`src/pkg/press_guard_cfg.svh`:
```
// Constants for the press guard interlock
`ifndef PRESS_GUARD_CFG_SVH
`define PRESS_GUARD_CFG_SVH
`define PG_OFF 1'b0
`define PG_ON  1'b1
`endif

```
`src/pkg/press_guard_pkg.sv`:
```
// Types for the press guard interlock
package press_guard_pkg;
  typedef struct packed {
    logic guard_channel_a;
    logic guard_channel_b;
    logic guarded_mode_select;
    logic close_request_pedal;
    logic creep_request;
    logic creep_position_feedback;
  } guard_in_t;

  typedef struct packed {
    logic receiver_power;
    logic slow_speed_mute;
    logic pedal_request_forward;
    logic close_enable;
  } guard_out_t;

  typedef enum logic [2:0] {
    CREEP_IDLE = 3'b001,
    CREEP_WAIT = 3'b010,
    CREEP_SET  = 3'b100
  } creep_state_t;
endpackage : press_guard_pkg

```
`src/rtl/input_sampler.sv`:
```
// Registers the inputs once per scan cycle
`include "press_guard_cfg.svh"
module input_sampler
  import press_guard_pkg::*;
(
  input  wire logic      clk_sys_i,
  input  wire logic      rst_i,
  input  wire guard_in_t raw_i,
  output guard_in_t      smp_o
);
  guard_in_t smp_r;
  guard_in_t smp_nxt;

  always_comb begin
    smp_nxt = raw_i;
  end

  always_ff @(posedge clk_sys_i) begin
    if (rst_i) begin
      smp_r <= '0;
    end else begin
      smp_r <= smp_nxt;
    end
  end

  assign smp_o = smp_r;
endmodule : input_sampler

```
`src/rtl/press_guard_interlock.sv`:
```
// Press guard interlock top level
`include "press_guard_cfg.svh"
module press_guard_interlock
  import press_guard_pkg::*;
(
  input  wire logic clk_sys_i,
  input  wire logic rst_i,
  input  wire logic guard_channel_a_i,
  input  wire logic guard_channel_b_i,
  input  wire logic guarded_mode_select_i,
  input  wire logic close_request_pedal_i,
  input  wire logic creep_request_i,
  input  wire logic creep_position_feedback_i,
  output logic      receiver_power_o,
  output logic      slow_speed_mute_o,
  output logic      pedal_request_forward_o,
  output logic      close_enable_o,
  output logic      interruption_error_flag_o,
  output logic      channel_error_flag_o
);
  // ***********************************
  // Input sampling
  // ***********************************
  guard_in_t raw;
  guard_in_t smp;

  always_comb begin
    raw.guard_channel_a         = guard_channel_a_i;
    raw.guard_channel_b         = guard_channel_b_i;
    raw.guarded_mode_select     = guarded_mode_select_i;
    raw.close_request_pedal     = close_request_pedal_i;
    raw.creep_request           = creep_request_i;
    raw.creep_position_feedback = creep_position_feedback_i;
  end

  input_sampler u_sampler (
    .clk_sys_i (clk_sys_i),
    .rst_i     (rst_i),
    .raw_i     (raw),
    .smp_o     (smp)
  );

  // ***********************************
  // Creep sequence and outputs
  // ***********************************
  creep_state_t creep_r;
  creep_state_t creep_nxt;
  guard_out_t   out_r;
  guard_out_t   out_nxt;
  logic         fb_prev_r;
  logic         fb_prev_nxt;
  logic         int_err_r;
  logic         int_err_nxt;
  logic         ch_err_r;
  logic         ch_err_nxt;
  logic         both_hi;
  logic         both_lo;
  logic         disagree;
  logic         mode;

  always_comb begin
    mode        = smp.guarded_mode_select;
    both_hi     = smp.guard_channel_a & smp.guard_channel_b;
    both_lo     = ~smp.guard_channel_a & ~smp.guard_channel_b;
    disagree    = smp.guard_channel_a ^ smp.guard_channel_b;
    creep_nxt   = creep_r;
    fb_prev_nxt = smp.creep_position_feedback;
    int_err_nxt = int_err_r;
    ch_err_nxt  = ch_err_r;
    out_nxt     = '0;
    case (creep_r)
      CREEP_IDLE: begin
        if (mode && smp.creep_request) begin
          if (smp.creep_position_feedback && !fb_prev_r) begin
            creep_nxt = CREEP_SET;
          end else begin
            creep_nxt = CREEP_WAIT;
          end
        end
      end
      CREEP_WAIT: begin
        if (!mode || !smp.creep_request) begin
          creep_nxt = CREEP_IDLE;
        end else if (smp.creep_position_feedback && !fb_prev_r) begin
          creep_nxt = CREEP_SET;
        end
      end
      CREEP_SET: begin
        if (!mode || !smp.creep_request || !smp.creep_position_feedback) begin
          creep_nxt = CREEP_IDLE;
        end
      end
      default: begin
        creep_nxt = CREEP_IDLE;
      end
    endcase
    if (mode) begin
      out_nxt.receiver_power        = `PG_ON;
      out_nxt.pedal_request_forward = smp.close_request_pedal;
      out_nxt.slow_speed_mute       = (creep_nxt == CREEP_SET);
      out_nxt.close_enable          = smp.close_request_pedal & both_hi;
      if (both_lo) begin
        int_err_nxt = `PG_ON;
      end
      if (disagree) begin
        ch_err_nxt = `PG_ON;
      end
    end
  end

  always_ff @(posedge clk_sys_i) begin
    if (rst_i) begin
      creep_r   <= CREEP_IDLE;
      out_r     <= '0;
      fb_prev_r <= `PG_OFF;
      int_err_r <= `PG_OFF;
      ch_err_r  <= `PG_OFF;
    end else begin
      creep_r   <= creep_nxt;
      out_r     <= out_nxt;
      fb_prev_r <= fb_prev_nxt;
      int_err_r <= int_err_nxt;
      ch_err_r  <= ch_err_nxt;
    end
  end

  // ***********************************
  // Error flag outputs
  // ***********************************
  logic int_flag_r;
  logic int_flag_nxt;
  logic ch_flag_r;
  logic ch_flag_nxt;

  always_comb begin
    int_flag_nxt = int_err_nxt & out_nxt.receiver_power;
    ch_flag_nxt  = ch_err_nxt & out_nxt.receiver_power;
  end

  always_ff @(posedge clk_sys_i) begin
    if (rst_i) begin
      int_flag_r <= `PG_OFF;
      ch_flag_r  <= `PG_OFF;
    end else begin
      int_flag_r <= int_flag_nxt;
      ch_flag_r  <= ch_flag_nxt;
    end
  end

  always_comb begin
    receiver_power_o          = out_r.receiver_power;
    slow_speed_mute_o         = out_r.slow_speed_mute;
    pedal_request_forward_o   = out_r.pedal_request_forward;
    close_enable_o            = out_r.close_enable;
    interruption_error_flag_o = int_flag_r;
    channel_error_flag_o      = ch_flag_r;
  end
endmodule : press_guard_interlock

```
`config.mk`:
```
export PLATFORM = sky130hd
export DESIGN_NAME = press_guard_interlock
export DESIGN_NICKNAME = d
export VERILOG_FILES = /design/src/pkg/press_guard_pkg.sv /design/src/rtl/input_sampler.sv /design/src/rtl/press_guard_interlock.sv
export VERILOG_INCLUDE_DIRS = /design/src /design/src/pkg
export SDC_FILE = /design/constraint.sdc
export NUM_CORES = 1
export LEC_CHECK = 0
export BUFFER_PORTS_ARGS = -buffer_cell sky130_fd_sc_hd__buf_2
export CAP_MARGIN = 20
export CELL_PAD_IN_SITES_DETAIL_PLACEMENT = 0
export CELL_PAD_IN_SITES_GLOBAL_PLACEMENT = 1
export CORE_MARGIN = 2
export CORE_UTILIZATION = 41
export DETAILED_ROUTE_END_ITERATION = 10
export GPL_ROUTABILITY_DRIVEN = 0
export GPL_TIMING_DRIVEN = 1
export PLACE_DENSITY = 0.78
export SLEW_MARGIN = 25
export SYNTH_ARGS = -nofsm -noshare
export SYNTH_HDL_FRONTEND = slang
export SYNTH_SLANG_ARGS = --single-unit
```
`constraint.sdc`:
```
create_clock -name clk_sys_i -period 2 [get_ports clk_sys_i]
set_input_delay 0.3 -clock clk_sys_i [delete_from_list [all_inputs] [get_ports clk_sys_i]]
set_output_delay 0.3 -clock clk_sys_i [all_outputs]
set_load 0.01 [all_outputs]
```
==> flow_summary_export.csv, run 1 <==
group,metric,value,unit
detailed_routing,drt.antenna.violating_nets,0,
clock_tree,clk_root_buffer_cell,"sky130_fd_sc_hd__clkbuf_4",
clock_tree,clkSlewWorstSetupHoldPaths,0.09,ns
die,fp.dieArea,1800,sq um
placed_design,detailed_place_hpwl,638.3,microns
timing,skew,0.003180,ns
min_path,worstHoldStart,"creep_position_feedback_i",
timing,timing.max_slew.rel_slack,85.24,%
cells_and_area,drive_gt1_share,39.39,%
power,worst_ir_drop_vdd,0.4544,mV
setup_path,worstPathRequired,2.20,ns
synthesis,average_size_of_a_mapped_cell,11.87,sq um
timing,finalCriticalPeriod,1.038,ns
cells_and_area,nNetsFinal,78,
timing,unrepaired_setup_endpoints_after_global_routing,"false",
die,placeableCoreArea,1334,sq um
detailed_routing,dr.first_iter.drc_count,6,
min_path,hold_path.class,"in2reg",
timing,timing.final.max_slew_violations,0,
die,initial_utilization,45.40,%
timing,worst_pin_slew,0.2215,ns
clock_tree,cts.path.max_buffers,2,
timing,setup_total_neg_slack,0,ns
setup_path,worstReg2RegStart,"creep_r[0]$_SDFF_PP1_",
timing,postLayoutSetupSlackWorst,0.9621,ns
timing,setup_violations,0,
setup_path,setup_slack_reg_to_reg,0.96,ns
synthesis,number_of_synthesized_flops_with_an_enable_pin,0,
synthesis,post_synth_instance_area,605.6,sq um
setup_path,critical_path_peak_fanout,2,
synthesis,synth.yosys.seq_area_share,59.50,%
synthesis,post_synth_inst_count,51,
cells_and_area,antennaDiodeCount,0,
cells_and_area,areaGrowthSynthToFinish,15.70,%
placed_design,placement.io_buffers,13,
clock_tree,cts_post_setup_buffers_inserted,0,
timing,final_min_period_over_clock_period,51.90,%
timing,timing_hold_violations_final,0,
synthesis,synth.yosys.warnings,0,
global_route,initial_antenna_violation_count,0,
die,io_pins,14,
synthesis,synth.net_count,61,
status,run_status,"finished clean",
synthesis,synth_cell_type_count,20,
detailed_routing,vias_per_cell,4.617,
detailed_routing,drt-total-wl,819,microns
synthesis,synth.most_common_cell,"sky130_fd_sc_hd__dfxtp_1",
power,p_per_area,833.9,nW/um^2
clock_tree,cts_hold_buf,0,
setup_path,cp-start-kind,"register",
setup_path,critPathKind,"reg2reg",
die,rows,13,
detailed_routing,drc,0,
flow_run,max_cap_viols,0,
placed_design,placed_cells,78,
setup_path,end_kind,"register",
detailed_routing,wl_per_instance,10.11,microns
global_route,grt_first_pass_wirelength,1449,microns
die,chipHeight,42.43,microns
placed_design,dp_worst_setup_slack,0.9401,ns
global_route,grt.overflow.total,0,
setup_path,cp.arrival,1.23,ns
global_route,gr-usage-all-layers,11.30,%
clock_tree,cts-htree-levels,1,
clock_tree,clock_sinks,18,
power,leakage,0.0003466,uW
clock_tree,post_cts_gate_resize_count,0,
global_route,grt_start_max_net_pins,11,
detailed_routing,vias,374,
synthesis,ys.flop_type,"sky130_fd_sc_hd__dfxtp_1",
clock_tree,worst_skew_pair_later_pin_latency,0.28,ns
detailed_routing,drt_pass1_iterations,4,
synthesis,synth_area_leaders,"sky130_fd_sc_hd__dfxtp_1, sky130_fd_sc_hd__and2b_2, sky130_fd_sc_hd__ha_1",
cells_and_area,finalNonFillerCells,81,
setup_path,setup.worst_path.start,"creep_r[0]$_SDFF_PP1_",
synthesis,netlist.area_leader.share,59.50,%
synthesis,synth_top_cells_by_count,"sky130_fd_sc_hd__dfxtp_1, sky130_fd_sc_hd__and2b_2, sky130_fd_sc_hd__nor2_1",
synthesis,yosys.area.top_type,"sky130_fd_sc_hd__dfxtp_1",
timing,achievable-frequency,963.5,MHz
die,die_w,42.43,microns
clock_tree,cts_tree,"yes",
synthesis,async_reset_ff_share,0,%
clock_tree,numCtsBuffers,3,
timing,holdWs,0.2302,ns
synthesis,synth.ff_latch_count,18,
global_route,first_global_vias,360,
==> critical path: stages, from the launching register on <==
cell and delay (ns):
sky130_fd_sc_hd__dfxtp_1 0.36, sky130_fd_sc_hd__xor2_1 0.22, sky130_fd_sc_hd__a22oi_1 0.12, sky130_fd_sc_hd__nor3b_1 0.25
==> state kept, by name (all words and copies together) (netlist names) <==
register	count
fb_prev_r	1
interruption_error_flag_o	1
int_err_r	1
u_sampler.smp_o	6
creep_r	3
close_enable_o	1
ch_err_r	1
receiver_power_o	1
slow_speed_mute_o	1
pedal_request_forward_o	1
channel_error_flag_o	1
==> kinds of logic after synthesis <==
kind of cell | synth area share, %
adders and majority gates | 4.132
xor gates and xnor gates | 1.447
AOI/OAI and AO/OA | 6.612
and+or+nand+nor | 25.21
DFF | 59.50
buffers and inverters | 3.100
==> layout by cell type, fill, tap and decap left out <==
master / synthesis / final
sky130_fd_sc_hd__dfxtp_1: 18 / 18
sky130_fd_sc_hd__buf_2: 0 / 13
sky130_fd_sc_hd__and2b_2: 7 / 7
sky130_fd_sc_hd__nor2_1: 4 / 4
sky130_fd_sc_hd__clkbuf_4: 0 / 3
sky130_fd_sc_hd__inv_1: 2 / 2
sky130_fd_sc_hd__nor3b_1: 2 / 2
sky130_fd_sc_hd__a21oi_1: 2 / 2
sky130_fd_sc_hd__o21a_1: 2 / 2
sky130_fd_sc_hd__ha_1: 2 / 2
sky130_fd_sc_hd__xor2_1: 1 / 1
sky130_fd_sc_hd__nand2b_1: 1 / 1
sky130_fd_sc_hd__nand3_1: 1 / 1
sky130_fd_sc_hd__nor2b_4: 1 / 1
sky130_fd_sc_hd__nand2_4: 1 / 1
sky130_fd_sc_hd__a21o_1: 1 / 1
sky130_fd_sc_hd__nor2b_1: 1 / 1
sky130_fd_sc_hd__nor3_1: 1 / 1
sky130_fd_sc_hd__a22oi_1: 1 / 1
sky130_fd_sc_hd__and2_2: 1 / 1
sky130_fd_sc_hd__and3_1: 1 / 1
==> final cells by class <==
class / instances / area, sq um
multi-input cells: 30 / 226.5
repair buffers: 13 / 65.06
inverters: 2 / 7.507
clock buffers: 3 / 22.52
well taps: 15 / 18.77
fillers: 134 / 633.1
flip-flops and latches: 18 / 360.3
==> layer usage <==
layer / share of wire, % / GRT usage, %
met4: 1.5 / 9.375
met5: 0 / 0
met1: 49 / 13.79
met2: 43 / 15.69
met3: 6.6 / 3.879
==> metrics by stage <==
stage                     total power (uW)  area, sq um  util (%)
after detailed placement             424.4        678.2     50.84
after CTS                            591.7        700.7     52.53
after global routing                 613.1        700.7     52.53
after global placement               424.0        678.2     50.84
after floorplan                      412.4        605.6         -
final                                584.3        700.7     52.53
==> report_power, final <==
group,internal (uW),total (uW),switching [uW]
combinational,21.3,37.4,16.1
clock,69.9,169,99.0
sequential,371,378,6.62
total,463,584,122
==> worst paths after layout <==
| check | end | depth (start not counted) |
|---|---|---|
| worst min-delay path | u_sampler.smp_o[0]$_SDFF_PP0_ | 2 |
| worst max-delay path | slow_speed_mute_o$_SDFF_PP0_ | 3 |
| worst min register to register | pedal_request_forward_o$_SDFF_PP0_ | 1 |
| worst max register to register | slow_speed_mute_o$_SDFF_PP0_ | 3 |
Power figures use the tool's default switching activity.
==> run 2, diff against run 1 <==
--- a/config.mk
+++ b/config.mk
@@ -6,16 +6,17 @@
 export SDC_FILE = /design/constraint.sdc
 export NUM_CORES = 1
 export LEC_CHECK = 0
+export ABC_AREA = 1
 export BUFFER_PORTS_ARGS = -buffer_cell sky130_fd_sc_hd__buf_2
 export CAP_MARGIN = 20
 export CELL_PAD_IN_SITES_DETAIL_PLACEMENT = 0
 export CELL_PAD_IN_SITES_GLOBAL_PLACEMENT = 1
 export CORE_MARGIN = 2
-export CORE_UTILIZATION = 41
+export CORE_UTILIZATION = 35
 export DETAILED_ROUTE_END_ITERATION = 10
 export GPL_ROUTABILITY_DRIVEN = 0
 export GPL_TIMING_DRIVEN = 1
-export PLACE_DENSITY = 0.78
+export PLACE_DENSITY = 0.73
 export SLEW_MARGIN = 25
 export SYNTH_ARGS = -nofsm -noshare
 export SYNTH_HDL_FRONTEND = slang
==> constraint.sdc (replaced) <==
create_clock -name clk_sys_i -period 1.05 [get_ports clk_sys_i]
set_input_delay 0.1575 -clock clk_sys_i [delete_from_list [all_inputs] [get_ports clk_sys_i]]
set_output_delay 0.1575 -clock clk_sys_i [all_outputs]
set_load 0.01 [all_outputs]
==> flow_summary_export.csv, run 2 <==
group,metric,value,unit
status,run_status,"finished clean",
clock_tree,clock_sinks,18,
clock_tree,cts_tree,"yes",
clock_tree,cts-htree-levels,1,
global_route,initial_antenna_violation_count,0,
setup_path,critical_path_peak_fanout,2,
synthesis,synth_area_leaders,"sky130_fd_sc_hd__dfxtp_1, sky130_fd_sc_hd__inv_1, sky130_fd_sc_hd__nor2_1",
detailed_routing,vias,432,
synthesis,post_synth_inst_count,72,
detailed_routing,wl_per_instance,8.171,microns
timing,final_min_period_over_clock_period,93.27,%
detailed_routing,drt_pass1_iterations,2,
die,rows,14,
die,io_pins,14,
cells_and_area,mostFrequentLayoutCells,"sky130_fd_sc_hd__inv_1, sky130_fd_sc_hd__dfxtp_1, sky130_fd_sc_hd__nor2_1",
placed_design,placed_instance_area,690.7,sq um
synthesis,average_size_of_a_mapped_cell,8.376,sq um
setup_path,worstPathRequired,1.24,ns
clock_tree,clkSlewWorstSetupHoldPaths,0.10,ns
power,combinationalPowerShare,5.6,%
global_route,grt.overflow.total,0,
timing,postLayoutSetupSlackWorst,0.07071,ns
timing,timing.max_slew.rel_slack,86.45,%
detailed_routing,drt.antenna.violating_nets,0,
clock_tree,worst_skew_pair_later_pin_latency,0.29,ns
detailed_routing,drc,0,
synthesis,synth.ff_latch_count,18,
placed_design,detailed_place_hpwl,671.9,microns
die,die_w,45.51,microns
global_route,gr-usage-all-layers,10.66,%
setup_path,cp-start-kind,"register",
global_route,first_global_vias,361,
power,worst_ir_drop_vdd,0.7881,mV
detailed_routing,dr.first_iter.drc_count,7,
synthesis,post_synth_instance_area,603.1,sq um
power,p_int,948.3,uW
die,chipHeight,45.51,microns
detailed_routing,vias_per_cell,4.114,
cells_and_area,drive_gt1_share,24.72,%
min_path,hold_path.class,"in2reg",
timing,setup_total_neg_slack,0,ns
global_route,grt_first_pass_wirelength,1476,microns
cells_and_area,areaGrowthSynthToFinish,21.16,%
timing,holdWs,0.06253,ns
synthesis,yosys.area.top_type,"sky130_fd_sc_hd__dfxtp_1",
detailed_routing,drt-total-wl,858,microns
timing,timing.final.max_slew_violations,0,
power,p_sw,249.7,uW
synthesis,netlist.area_leader.share,59.75,%
synthesis,synth.yosys.seq_area_share,59.75,%
die,fp.dieArea,2071,sq um
timing,timing_hold_violations_final,0,
synthesis,synth.yosys.warnings,0,
synthesis,number_of_synthesized_flops_with_an_enable_pin,0,
timing,skew,0.003272,ns
placed_design,placed_cells,101,
global_route,grt_start_max_net_pins,11,
clock_tree,numCtsBuffers,3,
timing,setup_violations,0,
clock_tree,clk_root_buffer_cell,"sky130_fd_sc_hd__clkbuf_4",
timing,achievable-frequency,1021,MHz
power,leakage,0.0003926,uW
power,share_of_total_power_consumed_by_net_switching,20.84,%
clock_tree,cts_hold_buf,0,
cells_and_area,finalNonFillerCells,105,
flow_run,max_cap_viols,0,
placed_design,dp_worst_setup_slack,0.04351,ns
setup_path,setup_slack_reg_to_reg,0.07,ns
cells_and_area,fill_cells,161,
cells_and_area,antennaDiodeCount,0,
setup_path,end_kind,"register",
synthesis,async_reset_ff_share,0,%
die,placeableCoreArea,1559,sq um
synthesis,ys.flop_type,"sky130_fd_sc_hd__dfxtp_1",
timing,finalCriticalPeriod,0.9793,ns
synthesis,synth_top_cells_by_count,"sky130_fd_sc_hd__dfxtp_1, sky130_fd_sc_hd__inv_1, sky130_fd_sc_hd__nor2_1, sky130_fd_sc_hd__nand2_1, sky130_fd_sc_hd__a21oi_1",
clock_tree,cts.path.max_buffers,2,
power,clkPwrFrac,34.4,%
power,p_per_area,1640,nW/um^2
placed_design,placement.io_buffers,13,
cells_and_area,nNetsFinal,100,
setup_path,critPathKind,"reg2reg",
power,power_frac_seq,60.0,%
setup_path,cp.arrival,1.17,ns
synthesis,synth.net_count,82,
synthesis,synth_cell_type_count,12,
cells_and_area,fin_area,730.7,sq um
timing,worst_pin_slew,0.2030,ns
timing,unrepaired_setup_endpoints_after_global_routing,"false",
cells_and_area,number_of_flip_flops_under_the_largest_register_name,6,
die,initial_utilization,38.68,%
==> run 2: cell type report <==
class                           instances  area, sq um  area share [%]
Inverter                               18        67.56           9.247
Tap cell                               16        20.02           2.740
Clock buffer                            4        36.28           4.966
Timing Repair Buffer                   14        72.57           9.932
Sequential cell                        18        360.3           49.32
Multi-Input combinational cell         35        173.9           23.80
==> run 2: power groups by stage <==
stage | sequential [uW] | clock [uW] | combinational (uW)
global route | 722 | 464 | 79.7
finish | 719 | 412 | 66.8
detailed placement | 735 | 0 | 66.3
CTS | 719 | 429 | 66.0
floorplan | 734 | 0 | 37.2
global placement | 734 | 0 | 65.1
==> run 2: cell families (layout without fill, tap and decap cells) <==
group / after synthesis / in the layout / synth area share [%]
buffers and inverters: 19 / 36 / 12.03
and+or+nand+nor: 29 / 29 / 20.75
AOI/OAI and AO/OA: 4 / 4 / 3.320
DFF: 18 / 18 / 59.75
adders and majority gates: 2 / 2 / 4.149
==> run 2: stage by stage <==
| step | util [%] | total power (uW) |
|---|---|---|
| floorplan | - | 771.6 |
| global placement | 44.30 | 799.0 |
| detailed placement | 44.30 | 801.1 |
| CTS | 46.63 | 1214 |
| global route | 46.87 | 1265 |
| finish | 46.87 | 1198 |
==> run 2: critical path, cell delays in order, from the launching register on <==
cell	delay [ns]
sky130_fd_sc_hd__dfxtp_1	0.34
sky130_fd_sc_hd__inv_1	0.04
sky130_fd_sc_hd__ha_1	0.29
sky130_fd_sc_hd__a21oi_2	0.16
sky130_fd_sc_hd__nor2_1	0.05
==> run 2: timing repair <==
item	in CTS	in global routing
setup endpoints to repair	0	2
resized for setup	0	1
setup buffers	0	0
==> run 2: worst paths after layout <==
path,start,endpoint,depth (start not counted)
max,u_sampler.smp_o[4]$_SDFF_PP0_,channel_error_flag_o$_SDFF_PP0_,4
min,guard_channel_a_i,u_sampler.smp_o[5]$_SDFF_PP0_,3
max reg2reg,u_sampler.smp_o[4]$_SDFF_PP0_,channel_error_flag_o$_SDFF_PP0_,4
min reg2reg,u_sampler.smp_o[2]$_SDFF_PP0_,pedal_request_forward_o$_SDFF_PP0_,2
==> run 2: per-layer routing <==
metal | track usage, % | wire length, microns | vias to the layer above
li1 | - | - | 244
met1 | 13.48 | 443 | 178
met2 | 13.52 | 359 | 8
met3 | 3.571 | 39 | 2
met4 | 10.59 | 15 | 0
met5 | 0 | 0 | -
